[src/shared/pwc_regs.svh]
/*
  Register offsets, field positions, reset values and timing counts of the
  power, wake-up and interrupt control block.
  Assumes a 40 MHz system clock; included by the design.
*/
// Functional notes
// - Host sets saving bit; activity, port access or wake frame ends it.
// - Power status output is high exactly during zero-power mode.
// - Receiver power output low when receiver must be powered, else high.
// - As timing master, wake request starts a wake-up frame transmission.
// - Low-power keeps only transceiver and wake-up logic running.
// - Entering low-power asserts the synchronous-data bypass bit.
// - Low-power exits on wake frame or two port edges or strobes.
// - Bypass bit stays set after low-power wake-up.
// - Low-power wake sets error, asserts interrupt, resets other state.
// - Zero-power enable enters low-power, then zero-power when quiet.
// - In zero-power only wake-up logic runs, watching the receive input.
// - Zero-power scans receive input every 50 ms, pulsing rx power low.
// - Zero-power exits on receive activity or two port edges or strobes.
// - Zero-power wake sets message error and raises power-on interrupt.
// - Interrupt output signals four event classes gated by enables.
// - Host clears pending events through message control clear bits.
// - Enable register bits 3..0 as listed, 7..4 reserved, reset zero.
// - Interrupt only when an enable and its status flag are both set, or the power-on flag is set.
// - Config-change flag sets when max position or max delay changes.
// - After reset or wake-up, interrupt goes low whatever error enable.
// - Clearing one of several pending events releases interrupt briefly.
// - Network activity flag set on receive edges, cleared seven clocks (175 ns) after the last.
`ifndef PWC_REGS_SVH
`define PWC_REGS_SVH

`define PWC_ADDR_IE        8'h88
`define PWC_ADDR_CPC       8'h8e
`define PWC_ADDR_MSGC      8'h85
`define PWC_ADDR_MSGS      8'h86
`define PWC_ADDR_XCR       8'h80
`define PWC_ADDR_MPR       8'ha0
`define PWC_ADDR_MDR       8'ha1
`define PWC_ADDR_PRESV     8'ha2

`define PWC_IE_MASK        8'h0f
`define PWC_IE_RESET       8'h00
`define PWC_BIT_ALC        3
`define PWC_BIT_ERR        2
`define PWC_BIT_MTX        1
`define PWC_BIT_MRX        0
`define PWC_BIT_NAC        6
`define PWC_BIT_ZP         5
`define PWC_BIT_LP         4
`define PWC_BIT_LPW        1
`define PWC_BIT_SBY        0
`define PWC_BIT_MTR        7
`define PWC_BIT_PON        4

`define PWC_CLK_HZ         40000000
`define PWC_NAC_NS         128
`define PWC_NAC_CYC        (((`PWC_NAC_NS * 40) + 999) / 1000)
`define PWC_SCAN_MS        50
`define PWC_SCAN_CYC       ((`PWC_SCAN_MS * (`PWC_CLK_HZ / 1000)))
`define PWC_PULSE_US       150
`define PWC_PULSE_CYC      ((`PWC_PULSE_US * (`PWC_CLK_HZ / 1000000)))
`define PWC_WAKE_CYC       16

`endif

[src/shared/pwc_pkg.sv]
/*
  Types of the power, wake-up and interrupt control block.
  Assumes nothing beyond the register header.
*/
`default_nettype none

package pwc_pkg;

  typedef enum logic [2:0] {
    PWC_RUN,
    PWC_LOW,
    PWC_WAIT_QUIET,
    PWC_ZERO,
    PWC_SCAN,
    PWC_WAKE
  } pwc_mode_e;

  typedef struct packed {
    logic       wr;
    logic       rd;
    logic [7:0] addr;
    logic [7:0] wdata;
  } pwc_bus_s;

  typedef struct packed {
    logic alc;
    logic err;
    logic mtx;
    logic mrx;
  } pwc_flags_s;

endpackage

`default_nettype wire

[src/rtl/pwc_edge_count.sv]
/*
  Counts qualifying falling edges of one control port line.
  Assumes the line has already been synchronised to the clock.
*/
`timescale 1ns/1ps
`default_nettype none

module pwc_edge_count (
  input  wire logic i_clk,
  input  wire logic i_rst_b,
  input  wire logic i_clear,
  input  wire logic i_line,
  output var  logic o_two
);

  logic       line_q;
  logic [1:0] cnt_q;
  logic [1:0] cnt_d;
  wire        fall = line_q & ~i_line;

  assign cnt_d = i_clear ? 2'h0 :
                 (fall && cnt_q != 2'h2) ? cnt_q + 2'h1 : cnt_q;

  always_ff @(posedge i_clk or negedge i_rst_b) begin
    if (!i_rst_b) begin
      line_q <= 1'b1;
      cnt_q  <= 2'h0;
      o_two  <= 1'b0;
    end else begin
      line_q <= i_line;
      cnt_q  <= cnt_d;
      o_two  <= (cnt_d == 2'h2);
    end
  end

endmodule

`default_nettype wire

[src/rtl/pwc_power_ctrl.sv]
/*
  Power-saving modes, wake-up detection and active-low host interrupt.
  Assumes a byte register port already decoded from the control port,
  event strobes from the message engine and a synchronous host.
*/
`timescale 1ns/1ps
`default_nettype none
`include "pwc_regs.svh"

module pwc_power_ctrl (
  input  wire logic              I_CLOCK,
  input  wire logic              I_RST_B,
  input  wire pwc_pkg::pwc_bus_s I_BUS,
  input  wire logic              I_RX,
  input  wire logic              I_SDA,
  input  wire logic              I_CS_B,
  input  wire logic              I_WR_B,
  input  wire logic [1:0]        I_PORT_MODE,
  input  wire logic              I_WAKE_FRAME_RX,
  input  wire logic              I_MSG_TX_DONE,
  input  wire logic              I_MSG_RX_DONE,
  input  wire logic              I_ERR_EVENT,
  input  wire logic [7:0]        I_MAX_POSITION,
  input  wire logic [7:0]        I_MAX_DELAY,
  output logic [7:0]             O_RDATA,
  output logic                   O_INT_B,
  output logic                   O_STATUS,
  output logic                   O_RX_POWER_B,
  output logic                   O_WAKE_FRAME_TX,
  output logic                   O_SECTION_EN,
  output logic                   O_TRANSCEIVER_EN,
  output logic                   O_SOFT_RESET,
  output logic                   O_SYNC_BYPASS
);

  ////////////////////////////////////////////////////////////////////////////
  // Input synchronisers

  logic [2:0] rx_s_q, sda_s_q, cs_s_q, wr_s_q;
  logic       rx_v_q, sda_v_q, cs_v_q, wr_v_q;

  always_ff @(posedge I_CLOCK or negedge I_RST_B) begin
    if (!I_RST_B) begin
      rx_s_q  <= 3'h0;
      sda_s_q <= 3'h7;
      cs_s_q  <= 3'h7;
      wr_s_q  <= 3'h7;
      rx_v_q  <= 1'b0;
      sda_v_q <= 1'b1;
      cs_v_q  <= 1'b1;
      wr_v_q  <= 1'b1;
    end else begin
      rx_s_q  <= {rx_s_q[1:0], I_RX};
      sda_s_q <= {sda_s_q[1:0], I_SDA};
      cs_s_q  <= {cs_s_q[1:0], I_CS_B};
      wr_s_q  <= {wr_s_q[1:0], I_WR_B};
      if (rx_s_q[1] == rx_s_q[2])
        rx_v_q <= rx_s_q[2];
      if (sda_s_q[1] == sda_s_q[2])
        sda_v_q <= sda_s_q[2];
      if (cs_s_q[1] == cs_s_q[2])
        cs_v_q <= cs_s_q[2];
      if (wr_s_q[1] == wr_s_q[2])
        wr_v_q <= wr_s_q[2];
    end
  end

  ////////////////////////////////////////////////////////////////////////////
  // Network activity

  logic       rx_prev_q;
  logic [3:0] nac_cnt_q;
  logic       nac_q;
  wire        rx_edge = rx_prev_q ^ rx_v_q;

  always_ff @(posedge I_CLOCK or negedge I_RST_B) begin
    if (!I_RST_B) begin
      rx_prev_q <= 1'b0;
      nac_cnt_q <= 4'h0;
      nac_q     <= 1'b0;
    end else begin
      rx_prev_q <= rx_v_q;
      if (rx_edge) begin
        nac_cnt_q <= 4'(`PWC_NAC_CYC);
        nac_q     <= 1'b1;
      end else if (nac_cnt_q != 4'h0) begin
        nac_cnt_q <= nac_cnt_q - 4'h1;
      end else begin
        nac_q <= 1'b0;
      end
    end
  end

  ////////////////////////////////////////////////////////////////////////////
  // Registers

  logic [7:0]  ie_q;
  logic        lp_q, zp_q, lpw_q, sby_q, mtr_q;
  pwc_pkg::pwc_flags_s flags_q;
  logic        pon_q;
  logic [7:0]  mpr_q, mdr_q;
  logic        wake_done;
  wire         wr_ie   = I_BUS.wr && I_BUS.addr == `PWC_ADDR_IE;
  wire         wr_cpc  = I_BUS.wr && I_BUS.addr == `PWC_ADDR_CPC;
  wire         wr_msgc = I_BUS.wr && I_BUS.addr == `PWC_ADDR_MSGC;
  wire         wr_xcr  = I_BUS.wr && I_BUS.addr == `PWC_ADDR_XCR;
  wire [3:0]   clr     = wr_msgc ? I_BUS.wdata[3:0] : 4'h0;
  wire         clr_pon = wr_msgc && I_BUS.wdata[`PWC_BIT_PON];
  wire         cfg_chg = (mpr_q != I_MAX_POSITION) || (mdr_q != I_MAX_DELAY);
  wire [3:0]   ev      = {cfg_chg, I_ERR_EVENT | wake_done,
                          I_MSG_TX_DONE, I_MSG_RX_DONE};

  function automatic logic [3:0] flag_next(input logic [3:0] cur,
                                           input logic [3:0] set,
                                           input logic [3:0] cl);
    flag_next = set | (cur & ~cl);
  endfunction

  always_ff @(posedge I_CLOCK or negedge I_RST_B) begin
    if (!I_RST_B) begin
      ie_q    <= `PWC_IE_RESET;
      lp_q    <= 1'b0;
      zp_q    <= 1'b0;
      lpw_q   <= 1'b0;
      sby_q   <= 1'b0;
      mtr_q   <= 1'b0;
      flags_q <= '0;
      pon_q   <= 1'b1;
      mpr_q   <= 8'h00;
      mdr_q   <= 8'h00;
    end else begin
      mpr_q <= I_MAX_POSITION;
      mdr_q <= I_MAX_DELAY;
      flags_q <= flag_next(flags_q, ev, clr);
      if (wake_done)
        pon_q <= 1'b1;
      else if (clr_pon)
        pon_q <= 1'b0;
      if (wake_done) begin
        ie_q  <= `PWC_IE_RESET;
        lp_q  <= 1'b0;
        zp_q  <= 1'b0;
        lpw_q <= 1'b0;
        mtr_q <= 1'b0;
      end else begin
        if (wr_ie)
          ie_q <= I_BUS.wdata & `PWC_IE_MASK;
        if (wr_cpc) begin
          lp_q <= I_BUS.wdata[`PWC_BIT_LP];
          zp_q <= I_BUS.wdata[`PWC_BIT_ZP];
        end
        if (wr_xcr) begin
          lpw_q <= I_BUS.wdata[`PWC_BIT_LPW];
          mtr_q <= I_BUS.wdata[`PWC_BIT_MTR];
        end else if (O_WAKE_FRAME_TX) begin
          lpw_q <= 1'b0;
        end
      end
      if (lp_q || zp_q)
        sby_q <= 1'b1;
      else if (wr_xcr)
        sby_q <= I_BUS.wdata[`PWC_BIT_SBY];
    end
  end

  ////////////////////////////////////////////////////////////////////////////
  // Wake-up edge detection

  pwc_pkg::pwc_mode_e mode_q, mode_d;
  logic  two_sda, two_cs, two_wr;
  wire   saving    = mode_q != pwc_pkg::PWC_RUN && mode_q != pwc_pkg::PWC_WAKE;
  wire   cnt_clear = !saving;

  pwc_edge_count u_sda (
    .i_clk   (I_CLOCK),
    .i_rst_b (I_RST_B),
    .i_clear (cnt_clear),
    .i_line  (sda_v_q),
    .o_two   (two_sda)
  );
  pwc_edge_count u_cs (
    .i_clk   (I_CLOCK),
    .i_rst_b (I_RST_B),
    .i_clear (cnt_clear),
    .i_line  (cs_v_q),
    .o_two   (two_cs)
  );
  pwc_edge_count u_wr (
    .i_clk   (I_CLOCK),
    .i_rst_b (I_RST_B),
    .i_clear (cnt_clear),
    .i_line  (wr_v_q),
    .o_two   (two_wr)
  );

  wire port_wake = (I_PORT_MODE == 2'h0 && two_sda) ||
                   (I_PORT_MODE == 2'h1 && two_cs) ||
                   (I_PORT_MODE == 2'h2 && two_wr);

  ////////////////////////////////////////////////////////////////////////////
  // Mode sequencer

  logic [20:0] tmr_q, tmr_d;
  assign wake_done = mode_q == pwc_pkg::PWC_WAKE && tmr_q == 21'h0;

  always_comb begin
    mode_d = mode_q;
    tmr_d  = (tmr_q != 21'h0) ? tmr_q - 21'h1 : 21'h0;
    case (mode_q)
      pwc_pkg::PWC_RUN: begin
        if (zp_q)
          mode_d = pwc_pkg::PWC_WAIT_QUIET;
        else if (lp_q)
          mode_d = pwc_pkg::PWC_LOW;
      end
      pwc_pkg::PWC_LOW, pwc_pkg::PWC_WAIT_QUIET: begin
        if (I_WAKE_FRAME_RX || port_wake) begin
          mode_d = pwc_pkg::PWC_WAKE;
          tmr_d  = 21'(`PWC_WAKE_CYC);
        end else if (mode_q == pwc_pkg::PWC_WAIT_QUIET && !nac_q) begin
          mode_d = pwc_pkg::PWC_ZERO;
          tmr_d  = 21'(`PWC_SCAN_CYC);
        end
      end
      pwc_pkg::PWC_ZERO: begin
        if (port_wake) begin
          mode_d = pwc_pkg::PWC_WAKE;
          tmr_d  = 21'(`PWC_WAKE_CYC);
        end else if (tmr_q == 21'h0) begin
          mode_d = pwc_pkg::PWC_SCAN;
          tmr_d  = 21'(`PWC_PULSE_CYC);
        end
      end
      pwc_pkg::PWC_SCAN: begin
        if (nac_q || port_wake) begin
          mode_d = pwc_pkg::PWC_WAKE;
          tmr_d  = 21'(`PWC_WAKE_CYC);
        end else if (tmr_q == 21'h0) begin
          mode_d = pwc_pkg::PWC_ZERO;
          tmr_d  = 21'(`PWC_SCAN_CYC);
        end
      end
      pwc_pkg::PWC_WAKE: begin
        if (tmr_q == 21'h0)
          mode_d = pwc_pkg::PWC_RUN;
      end
      default: mode_d = pwc_pkg::PWC_RUN;
    endcase
  end

  always_ff @(posedge I_CLOCK or negedge I_RST_B) begin
    if (!I_RST_B) begin
      mode_q <= pwc_pkg::PWC_RUN;
      tmr_q  <= 21'h0;
    end else begin
      mode_q <= mode_d;
      tmr_q  <= tmr_d;
    end
  end

  ////////////////////////////////////////////////////////////////////////////
  // Interrupt and outputs

  wire [3:0] gated = {flags_q.alc, flags_q.err, flags_q.mtx, flags_q.mrx}
                     & ie_q[3:0];
  wire       any_clr = |(clr & gated) || (clr_pon && pon_q);
  // release one clock on a clear
  wire       int_d = (|gated || pon_q) && !any_clr;

  wire zero_like = mode_q == pwc_pkg::PWC_ZERO || mode_q == pwc_pkg::PWC_SCAN;
  wire [7:0] cpc_rd = {1'b0, nac_q, zp_q, lp_q, 4'h0};

  always_ff @(posedge I_CLOCK or negedge I_RST_B) begin
    if (!I_RST_B) begin
      O_INT_B          <= 1'b1;
      O_STATUS         <= 1'b0;
      O_RX_POWER_B     <= 1'b0;
      O_WAKE_FRAME_TX  <= 1'b0;
      O_SECTION_EN     <= 1'b1;
      O_TRANSCEIVER_EN <= 1'b1;
      O_SOFT_RESET     <= 1'b0;
      O_SYNC_BYPASS    <= 1'b0;
      O_RDATA          <= 8'h00;
    end else begin
      O_INT_B <= !int_d;
      O_STATUS <= mode_d == pwc_pkg::PWC_ZERO || mode_d == pwc_pkg::PWC_SCAN;
      O_RX_POWER_B <= mode_d == pwc_pkg::PWC_ZERO;
      O_WAKE_FRAME_TX <= mtr_q && lpw_q && !O_WAKE_FRAME_TX;
      O_SECTION_EN <= mode_d == pwc_pkg::PWC_RUN;
      O_TRANSCEIVER_EN <= !(mode_d == pwc_pkg::PWC_ZERO ||
                            mode_d == pwc_pkg::PWC_SCAN);
      O_SOFT_RESET <= wake_done;
      O_SYNC_BYPASS <= sby_q;
      case (I_BUS.addr)
        `PWC_ADDR_IE:   O_RDATA <= ie_q;
        `PWC_ADDR_CPC:  O_RDATA <= cpc_rd;
        `PWC_ADDR_MSGS: O_RDATA <= {3'h0, pon_q, flags_q};
        `PWC_ADDR_XCR:  O_RDATA <= {mtr_q, 5'h0, lpw_q, sby_q};
        default:        O_RDATA <= 8'h00;
      endcase
    end
  end

  ////////////////////////////////////////////////////////////////////////////
  // Checks

  ie_resv_a: assert property (@(posedge I_CLOCK) disable iff (!I_RST_B)
    ie_q[7:4] == 4'h0) else $error("enable reserved bits set");
  status_zero_a: assert property (@(posedge I_CLOCK) disable iff (!I_RST_B)
    O_STATUS == zero_like) else $error("status not zero-power");
  rxpow_zero_a: assert property (@(posedge I_CLOCK) disable iff (!I_RST_B)
    mode_q == pwc_pkg::PWC_SCAN |-> !O_RX_POWER_B)
    else $error("receiver unpowered in scan");
  int_gate_a: assert property (@(posedge I_CLOCK) disable iff (!I_RST_B)
    (!(|gated) && !pon_q) |=> O_INT_B)
    else $error("interrupt without cause");
  int_gap_a: assert property (@(posedge I_CLOCK) disable iff (!I_RST_B)
    any_clr |=> O_INT_B) else $error("no release on clear");
  wake_pon_a: assert property (@(posedge I_CLOCK) disable iff (!I_RST_B)
    wake_done |=> pon_q && flags_q.err)
    else $error("wake did not flag");
  wake_int_a: assert property (@(posedge I_CLOCK) disable iff (!I_RST_B)
    wake_done |=> ##1 !O_INT_B) else $error("no wake interrupt");
  bypass_hold_a: assert property (@(posedge I_CLOCK) disable iff (!I_RST_B)
    (lp_q || zp_q) |=> sby_q) else $error("bypass not set");
  zp_entry_a: assert property (@(posedge I_CLOCK) disable iff (!I_RST_B)
    (mode_q == pwc_pkg::PWC_RUN && zp_q) |=>
      mode_q == pwc_pkg::PWC_WAIT_QUIET)
    else $error("zero-power entry skipped");
  cfg_flag_a: assert property (@(posedge I_CLOCK) disable iff (!I_RST_B)
    cfg_chg |=> flags_q.alc) else $error("config change lost");

endmodule

`default_nettype wire

[config.mk]
export PLATFORM = sky130hd
export DESIGN_NAME = pwc_power_ctrl
export DESIGN_NICKNAME = d
export VERILOG_FILES = /design/src/shared/pwc_pkg.sv /design/src/rtl/pwc_edge_count.sv /design/src/rtl/pwc_power_ctrl.sv
export VERILOG_INCLUDE_DIRS = /design/src /design/src/shared
export SDC_FILE = /design/constraint.sdc
export NUM_CORES = 1
export LEC_CHECK = 0
export ABC_AREA = 1
export BUFFER_PORTS_ARGS = -buffer_cell sky130_fd_sc_hd__clkbuf_2
export CORE_MARGIN = 1
export CORE_UTILIZATION = 36
export DETAILED_ROUTE_END_ITERATION = 8
export PLACE_DENSITY = 0.65
export SLEW_MARGIN = 5
export SYNTH_ARGS = -nofsm -noshare
export SYNTH_HDL_FRONTEND = slang
export SYNTH_SLANG_ARGS = --single-unit
[constraint.sdc]
create_clock -name I_CLOCK -period 4 [get_ports I_CLOCK]
set_clock_uncertainty 0.2 [all_clocks]
set_input_delay 0.2 -clock I_CLOCK [delete_from_list [all_inputs] [get_ports I_CLOCK]]
set_output_delay 0.2 -clock I_CLOCK [all_outputs]
set_load 0.02 [all_outputs]
Yosys cells after proc, flatten, opt, wreduce, memory -nomap -nowiden
Index checks and enable logic that the tools add are counted.
{"block": "totals", "reg_bits": 108, "latch_bits": 0, "ram_bits": 0, "rom_bits": 0, "input_bits": 46, "output_inout_bits": 16, "wordCells": 184, "memories": 0}
{"block": "classes", "n_addsub": 5, "n_mul": 0, "div_mod_pow": 0, "n_lt_le_gt_ge": 0, "n_eq_ne": 28, "shift": 0, "n_mux": 45, "n_bitwise": 13, "reduce_logical": 49}
{"operator": "two-way mux 21 bit", "n": 7}
{"operator": "one-hot mux 21 bit (3 select lines)", "n": 1}
{"operator": "== test 8 bit, second input constant", "n": 5}
{"operator": "one-hot mux 8 bit (4 select lines)", "n": 1}
{"operator": "two-way mux 3 bit", "n": 9}
{"operator": "zero test 21 bit", "n": 1}
{"operator": "nonzero test 21 bit", "n": 1}
{"operator": "subtractor 21 x 1 -> 21 bit, second input constant", "n": 1}
{"operator": "logical AND 1 bit", "n": 18}
{"operator": "two-way mux 8 bit", "n": 2}
{"operator": "inequality test 8 bit", "n": 2}
{"operator": "two-way mux 1 bit", "n": 15}
{"operator": "one-hot mux 3 bit (5 select lines)", "n": 1}
{"operator": "bitwise AND 4 bit", "n": 3}
{"operator": "two-way mux 2 bit", "n": 6}
{"operator": "two-way mux 4 bit", "n": 3}
{"operator": "nonzero test 2 bit", "n": 6}
{"operator": "== test 3 x 2 -> 1 bit, second input constant", "n": 3}
{"operator": "== test 3 bit, second input constant", "n": 3}
{"operator": "logical OR 1 bit", "n": 9}
{"operator": "== test 2 bit, second input constant", "n": 4}
{"operator": "inequality test 2 bit, second input constant", "n": 4}
{"operator": "OR reduction 4 bit", "n": 2}
{"operator": "adder 2 x 1 -> 2 bit, second input constant", "n": 3}
{"operator": "other kinds (17)", "n": 30}

Logic depth before layout (Yosys ltp)
Gate-level depths: netlist of run 1.
{"block": "depth", "word_depth": 10, "ltp_mapped": 13, "depth_no_buf": 13}

Modules after synthesis
From an unflattened synthesis of run 1, not the netlist that was laid out.
{"block": "hier_totals", "hier_cells": 540, "area_unflattened_um2": 4867.2}
{"module": "pwc_power_ctrl", "instances": 1, "cells_per_inst": 477, "area_per_inst_um2": 4307.9, "seq_area_each_um2": 2322.2}
{"module": "pwc_edge_count", "instances": 3, "cells_per_inst": 21, "area_per_inst_um2": 186.4, "seq_area_each_um2": 101.3}

Worst setup path before layout of run 1
Ideal clock, no wire load.
{"block": "synth_timing", "kind": "reg-to-reg", "startpoint": "register tmr_q[0]", "endpoint": "register tmr_q[17]", "setup_ps": 141, "t_arrival_ps": 1361, "slack_ps": 2298, "stages_incl_launch_ff": 10, "path_buffers": 0, "cell_sequence": "dfrtp_1 inv_1 ha_1 nand3_1 nor2_4 inv_2 nand2_4 nand2_2 nor2_2 o21ai_1"}
{"block": "synth_via", "elab_chain_cells": 5, "elab_cells_between_ends": 11, "cone_classes": "1 x add/sub; 8 x mux; 2 x reduce/logical"}
{"item": "start: declaration", "line": "pwc_power_ctrl.sv:203", "source": "logic [20:0] tmr_q, tmr_d;"}
{"item": "start signal: assignment", "line": "pwc_power_ctrl.sv:257", "source": "tmr_q <= tmr_d;"}
{"item": "subtractor 21 x 1 -> 21 bit or nonzero test 21 bit (tied branches)", "line": "pwc_power_ctrl.sv:208", "source": "tmr_d = (tmr_q != 21'h0) ? tmr_q - 21'h1 : 21'h0;"}
{"item": "two-way mux 21 bit", "line": "pwc_power_ctrl.sv:208"}
{"item": "two-way mux 21 bit (on tied branches)", "line": "pwc_power_ctrl.sv:238, pwc_power_ctrl.sv:220, pwc_power_ctrl.sv:229"}
{"item": "two-way mux 21 bit (on tied branches)", "line": "pwc_power_ctrl.sv:235, pwc_power_ctrl.sv:217, pwc_power_ctrl.sv:226"}
{"item": "one-hot mux 21 bit (3 select lines) (*)", "line": "pwc_power_ctrl.sv:209", "source": "case (mode_q)"}
{"item": "net tmr_d[17]", "line": "pwc_power_ctrl.sv:203"}
Mark *: on every way through the listed nets, which the timed path passes. The rest lies on a longest branch.
A chain may end at the register's enable or synchronous reset.

Final worst setup path of run 1
Same ends and word-level chain as after synthesis.

==> impl_metrics.csv, run 1 <==
group,metric,value,unit
global_routing,grt_pass1_wl,17200,µm
cts,cts_hold_buf,32,
cts,clk_latency,0.34,ns
synthesis,synth_area_leaders,"dfrtp_1 (44%), dfstp_2 (10%), nand2_1 (8.1%)",
final_layout,finalNonFillerCells,816,
setup_path,path_cells,"inv_1, ha_1, nand3_1, nor2_1, nand3_2, inv_2, a22oi_1, o21ai_1",
setup_path,arrival,1.99,ns
power,total_power,3.26,mW
drt,vias_per_cell,4.65,
cts,cts_made_buffers,9,
setup_path,crit_buf_inv,2,
timing,rsz0062_at_grt,"no",
drt,wl_per_cell,12.2,µm
synthesis,synthDistinctLibCells,43,
timing,clock.fmax,0.500,GHz
timing,finalSetupViolCount,0,
final_layout,final_cell_mix,"nand2_1 (104), dfrtp_1 (85), inv_1 (71)",
floorplan,io_pins,62,
setup_path,rrSetupSlack,2.00,ns
timing,setup-tns-final,0,ns
setup_path,critPathCaptureType,"register",
synthesis,syn_area,4850,µm²
placed_design,place_ws,2.03,ns
placed_design,dp_cells,768,
global_routing,antenna_found_initial,0,
status,outcome,"finished, final reports clean",
setup_path,crit_family,"compound AO/OA/AOI/OAI gates",
timing,period_share,50.0,%
floorplan,start_util,36.7,%
worst_hold_path,holdCritStartpoint,"I_BUS[10]",
drt,drt_iter0_markers,190,
cts,cts_setup_buffers,0,
worst_hold_path,min_to,"O_RDATA[7]",
floorplan,core,13200,µm²
cts,clock_path_buffers,2,
cts,h-tree-depth,3,
setup_path,worstReg2RegStart,"tmr_q[0]",
synthesis,avgSynthCellArea,9.11,µm²
final_layout,layout_commonest_cell,"nand2_1",
setup_path,crit_cells,8,
setup_path,r2r_end,"tmr_q[17]",
placed_design,gp_congestion,0.859,
setup_path,path_max_fanout,6,
final_layout,area_delta_synth_final,23.8,%
final_layout,final_nets,687,
timing,slew_headroom,35.0,%
drt,ant_nets,0,
placed_design,hpwlAfterDp,7190,µm
cts,cts_tree,"yes",
setup_path,crit_slowest_cell,"a22oi_1",
global_routing,overflow,0,
timing,drv_slew,0,
timing,worst_slack,2.00,ns
cts,cts_resized,0,
floorplan,die_h,118,µm
power,p_leak,2.99,nW
synthesis,ys_warn_count,0,
timing,final_hold_viol_count,0,
job,cap_violations,0,
setup_path,ff2ff_path_depth,8,
cts,cts_root_buf,"clkbuf_16",
setup_path,criticalPathCategory,"reg -> reg",
synthesis,yosysSeqAreaShare,54.2,%
setup_path,max_stage_delay,0.45,ns
cts,clock_sinks,104,
synthesis,yosys.area.top_type_share,43.9,%
power,vdd_drop_max,0.000217,V
placed_design,portBuffers,59,
floorplan,die_area,13900,µm²
floorplan,placementRows,42,
worst_hold_path,hold_path_depth,4,
final_layout,fillCellCount,1225,
synthesis,syn_nets,584,
synthesis,synth.largest_area_cell,"dfrtp_1",
worst_hold_path,min_path_type,"in -> reg",
global_routing,grt_pass1_vias,3876,
timing,tightest_slew,0.975,ns
drt,drc,0,
timing,finalCriticalPeriod,2.00,ns
setup_path,crit_required,3.99,ns
global_routing,grt_usage,15.4,%
floorplan,die_w,118,µm
setup_path,cp-start-kind,"register",
synthesis,syn_inst,532,
final_layout,num_antenna_cells,0,
drt,routed_wl,9980,µm
drt,firstDrtPassIters,4,
synthesis,ys_seq_elements,104,
drt,via_count,3796,
power,power_density,543,nW/µm²
timing,holdWs,0.0376,ns
final_layout,drive_above_1_share,21.9,%
cts,path_clk_slew,0.07,ns
global_routing,grt_max_degree,80,
## worst max-delay path by stage
stage | endpoint | from | slack [ns]
4_1_cts | tmr_q[17] | tmr_q[0] | 2.01
2_1_floorplan | tmr_q[17] | tmr_q[0] | 2.30
3_3_place_gp | O_STATUS | tmr_q[0] | 2.06
3_5_place_dp | tmr_q[17] | tmr_q[0] | 2.03
5_1_grt | tmr_q[17] | tmr_q[0] | 1.80
6_report | tmr_q[17] | tmr_q[0] | 2.00
## flip-flops by register name, indices dropped and copies added (netlist names), 2 cells and up
register,count
u_cs.cnt_q,2
sda_s_q,3
mpr_q,8
u_sda.cnt_q,2
O_RDATA,8
nac_cnt_q,4
wr_s_q,3
flags_q,4
cs_s_q,3
mode_q,3
ie_q,4
tmr_q,21
u_wr.cnt_q,2
rx_s_q,3
mdr_q,8
## cell usage after synthesis (all sizes together)
| cell type | count |
|---|---|
| nand2 | 112 |
| dfrtp | 85 |
| nor2 | 82 |
| inv | 79 |
| o21ai | 23 |
| nand3 | 22 |
| a21oi | 19 |
| dfstp | 19 |
| xnor2 | 16 |
| xor2 | 15 |
| nor3 | 11 |
| ha | 6 |
| or2 | 6 |
| nor4 | 5 |
| maj3 | 4 |
| nand4 | 4 |
| a22oi | 3 |
| nand3b | 3 |
| clkinv | 2 |
| nor3b | 2 |
| o2111ai | 2 |
| o211ai | 2 |
| o21bai | 2 |
| o221ai | 2 |
| o22ai | 2 |
| a21boi | 1 |
| a31oi | 1 |
| o21a | 1 |
| o2bb2ai | 1 |
## final cells by class
type / instances / area, µm² / area share (%)
well taps: 176 / 220 / 3.67
repair buffers: 92 / 626 / 10.4
clock buffers: 12 / 256 / 4.27
multi-input cells: 347 / 1920 / 31.9
flip-flops and latches: 104 / 2630 / 43.8
inverters: 81 / 304 / 5.07
clock inverters: 4 / 51.3 / 0.855
## cell families after synthesis
family / count (synthesis) / synth area share (%)
adders and majority gates: 10 / 2.37
and+or+nand+nor: 247 / 24.4
xor gates and xnor gates: 31 / 5.60
DFF: 104 / 54.2
buffers and inverters: 81 / 6.27
AOI/OAI and AO/OA: 59 / 7.18
## stage by stage
step | utilization [%] | cell area (µm²)
6_report | 45.5 | 6000
5_1_grt | 45.5 | 6000
4_1_cts | 45.5 | 6000
3_3_place_gp | 40.7 | 5370
3_5_place_dp | 40.7 | 5370
2_1_floorplan | - | 4850
## worst register-to-register path, stage by stage, from the launching register on
cell and delay, ns:
dfrtp_1 0.35, inv_1 0.09, ha_1 0.25, nand3_1 0.09, nor2_1 0.06, nand3_2 0.13, inv_2 0.07, a22oi_1 0.45
o21ai_1 0.15
## layer usage
| metal | global-route usage, % | routed length [µm] |
|---|---|---|
| met1 | 18.5 | 4460 |
| met5 | 0 | 0 |
| met4 | 6.17 | 163 |
| met3 | 3.54 | 387 |
| met2 | 26.6 | 4970 |
## power by group
part | leakage, nW | internal, mW | total, mW | switching (mW)
clock | 0.149 | 0.521 | 0.895 | 0.374
sequential | 1.25 | 1.23 | 1.35 | 0.123
combinational | 1.59 | 0.377 | 1.01 | 0.635
No activity file was read; power rests on OpenSTA's default activity.
==> run 2, diff against run 1 <==
--- a/config.mk
+++ b/config.mk
@@ -6,12 +6,12 @@
 export SDC_FILE = /design/constraint.sdc
 export NUM_CORES = 1
 export LEC_CHECK = 0
-export ABC_AREA = 1
+export ABC_AREA = 0
 export BUFFER_PORTS_ARGS = -buffer_cell sky130_fd_sc_hd__clkbuf_2
 export CORE_MARGIN = 1
 export CORE_UTILIZATION = 36
 export DETAILED_ROUTE_END_ITERATION = 8
-export PLACE_DENSITY = 0.65
+export PLACE_DENSITY = 0.67
 export SLEW_MARGIN = 5
 export SYNTH_ARGS = -nofsm -noshare
 export SYNTH_HDL_FRONTEND = slang
==> constraint.sdc (replaced) <==
create_clock -name I_CLOCK -period 1.7 [get_ports I_CLOCK]
set_clock_uncertainty 0.2 [all_clocks]
set_input_delay 0.085 -clock I_CLOCK [delete_from_list [all_inputs] [get_ports I_CLOCK]]
set_output_delay 0.085 -clock I_CLOCK [all_outputs]
set_load 0.02 [all_outputs]
==> impl_metrics.csv, run 2 <==
group,metric,value,unit
final_layout,num_antenna_cells,0,
timing,finalCriticalPeriod,2.42,ns
job,cap_violations,0,
setup_path,crit_buf_inv,2,
floorplan,die_area,13200,µm²
drt,firstDrtPassIters,4,
drt,ant_nets,0,
worst_hold_path,min_path_type,"in -> reg",
timing,clock.fmax,0.413,GHz
setup_path,worstReg2RegStart,"tmr_q[10]",
timing,holdWs,-0.0322,ns
synthesis,async_flop_share,100,%
timing,tightest_slew,0.587,ns
worst_hold_path,hold_path_depth,4,
cts,cts_made_buffers,9,
worst_hold_path,holdCritStartpoint,"I_BUS[13]",
synthesis,synth-simple-area-share,16.4,%
placed_design,gp_congestion,0.878,
setup_path,arrival,2.44,ns
drt,drc,0,
floorplan,io_pins,62,
cts,path_clk_slew,0.07,ns
final_layout,final_area,6830,µm²
floorplan,die_w,115,µm
final_layout,largest_reg_flops,21,
drt,vias_per_cell,4.84,
setup_path,r2r_end,"O_STATUS",
setup_path,max_stage_delay,0.56,ns
global_routing,grt_max_degree,42,
synthesis,syn_nets,454,
cts,cts_tree,"yes",
power,power_density,771,nW/µm²
synthesis,synth.largest_area_cell,"dfrtp_1",
synthesis,synthTopCellsByCount,"dfrtp_1 (85), nor2_1 (41), xnor2_1 (33)",
placed_design,hpwlAfterDp,7390,µm
synthesis,synth_area_leaders,"dfrtp_1 (46%), dfstp_2 (11%), xnor2_1 (6.3%)",
cts,cts_root_buf,"clkbuf_16",
status,outcome,"finished with violations",
setup_path,crit_family,"simple AND/OR/NAND/NOR gates",
worst_hold_path,min_to,"O_RDATA[4]",
setup_path,cp-start-kind,"register",
global_routing,grt_pass1_vias,3917,
synthesis,syn_area,4580,µm²
floorplan,start_util,37.5,%
synthesis,ys_seq_elements,104,
timing,slew_headroom,60.6,%
setup_path,crit_slowest_cell,"or4_4",
setup_path,critPathCaptureType,"register",
timing,drv_slew,0,
final_layout,area_delta_synth_final,49.2,%
synthesis,syn_inst,402,
synthesis,synthAdderAreaFrac,2.73,%
synthesis,ys_warn_count,0,
cts,clk_latency,0.34,ns
synthesis,synth_top_flop_cell,"dfrtp_1",
power,p_leak,3.04,nW
setup_path,path_max_fanout,5,
cts,h-tree-depth,3,
global_routing,grt_pass1_wl,18400,µm
synthesis,yosysSeqAreaShare,57.4,%
placed_design,portBuffers,59,
drt,drt_iter0_markers,157,
setup_path,rrSetupSlack,-0.72,ns
setup_path,path_cells,"or4_4, nor4_4, buf_6, nand2_4, a221oi_4, inv_2, mux2_4",
final_layout,finalNonFillerCells,770,
final_layout,fillCellCount,1031,
floorplan,die_h,115,µm
drt,via_count,3729,
floorplan,core,12200,µm²
power,vdd_drop_max,0.000765,V
synthesis,synth_enable_flop_cells,0,
timing,final_hold_viol_count,1,
final_layout,layout_commonest_cell,"buf_4",
synthesis,synth_compound_area_share,9.92,%
status,violations,"negative hold slack, negative setup slack",
final_layout,drive_above_1_share,41.5,%
cts,clock_sinks,104,
synthesis,synth_xor_area_share,7.85,%
final_layout,final_cell_mix,"buf_4 (87), dfrtp_1 (84), clkbuf_2 (58)",
synthesis,avgSynthCellArea,11.4,µm²
global_routing,antenna_found_initial,0,
synthesis,yosysMostFrequentCell,"dfrtp_1",
synthesis,synthDistinctLibCells,62,
synthesis,synth_top_family_by_area,"simple AND/OR/NAND/NOR gates",
timing,period_share,142,%
drt,routed_wl,10900,µm
setup_path,criticalPathCategory,"reg -> reg",
final_layout,final_nets,649,
final_layout,top_register,"tmr_q",
setup_path,ff2ff_path_depth,7,
placed_design,dp_cells,708,
synthesis,yosys.area.top_type_share,46.5,%
setup_path,crit_required,1.72,ns
floorplan,placementRows,40,
timing,rsz0062_at_grt,"yes",
global_routing,overflow,0,
timing,finalSetupViolCount,39,
global_routing,grt_usage,17.9,%
timing,worst_slack,-0.719,ns
cts,clock_path_buffers,2,
drt,wl_per_cell,14.2,µm
synthesis,synthMuxAreaShare,3.39,%
placed_design,placed_cell_area,5840,µm²
[run 2: cell types whose count changed in the layout (fill, tap and decap cells not counted), sizes merged, moves of 7 or more]
cell and delta:
nor2 -41, o21ai -12, nand2 -80, inv -62
nand3 -16, buf +98, xor2 -7, mux2i +14
xnor2 +17
[run 2: area by class of cell]
type	instances	area (µm²)	area share, %
Clock buffer	13	280	4.10
Inverter	16	60.1	0.880
Sequential cell	104	2630	38.5
Timing Repair Buffer	194	1470	21.6
Multi-Input combinational cell	272	2160	31.6
Tap cell	168	210	3.08
Clock inverter	3	20.0	0.293
[run 2: kinds of logic after synthesis]
family                   after synthesis
flip-flops                           104
buffers and inverters                 27
AND/OR/NAND/NOR                      141
multiplexers                          15
AO/OA/AOI/OAI                         63
adder cells (fa/ha/maj)               11
XOR/XNOR                              41
[run 2: what timing repair did]
| item | CTS | global route |
|---|---|---|
| endpoints found under the hold margin | 144 | 8 |
| resized for setup | 38 | 27 |
| cloned | 1 | 0 |
| pin swaps | 20 | 14 |
| setup buffers | 6 | 6 |
| setup endpoints to repair | 40 | 59 |
| hold buffers | 36 | 1 |
[run 2: per-layer routing]
metal	global-route usage [%]	routed length (µm)	up-vias
li1	-	-	1796
met1	21.3	4720	1836
met2	32.0	5540	77
met3	4.22	437	20
met4	5.80	229	0
met5	0	0	-
[run 2: worst max path at each step]
stage / startpoint / end / slack, ns / cells past startpoint
6_report: tmr_q[10] / O_STATUS / -0.72 / 7
5_1_grt: tmr_q[11] / O_STATUS / -0.79 / 7
4_1_cts: tmr_q[14] / O_TRANSCEIVER_EN / -0.69 / 7
3_5_place_dp: tmr_q[8] / O_TRANSCEIVER_EN / -0.83 / 6
3_3_place_gp: tmr_q[8] / O_STATUS / -0.76 / 5
2_1_floorplan: tmr_q[11] / O_STATUS / -0.78 / 6
[run 2: power breakdown]
part	leakage (nW)	internal (mW)	switching (mW)
sequential	1.22	2.61	0.0739
combinational	1.67	0.285	0.257
clock	0.153	1.16	0.881
total	3.04	4.05	1.21
[run 2: worst reg2reg max path: cells and delay by family, from the launching register on]
family          cells  cell delay, ns
compound gates      1            0.35
simple gates        3            0.87
mux                 1            0.27
flops               1            0.38
buf+inv             2            0.24
[run 2: per-stage QoR]
step                      setup TNS (ns)  utilization [%]  setup slack, ns  total power [mW]
after floorplan                   -21.42                -           -0.781              2.94
after global placement            -26.09             47.8           -0.762              3.17
after detailed placement          -28.21             47.8           -0.831              3.19
after CTS                         -21.97             54.7           -0.689              5.32
after global routing              -25.18             55.9           -0.790              5.48
final                             -22.85             55.9           -0.719              5.26
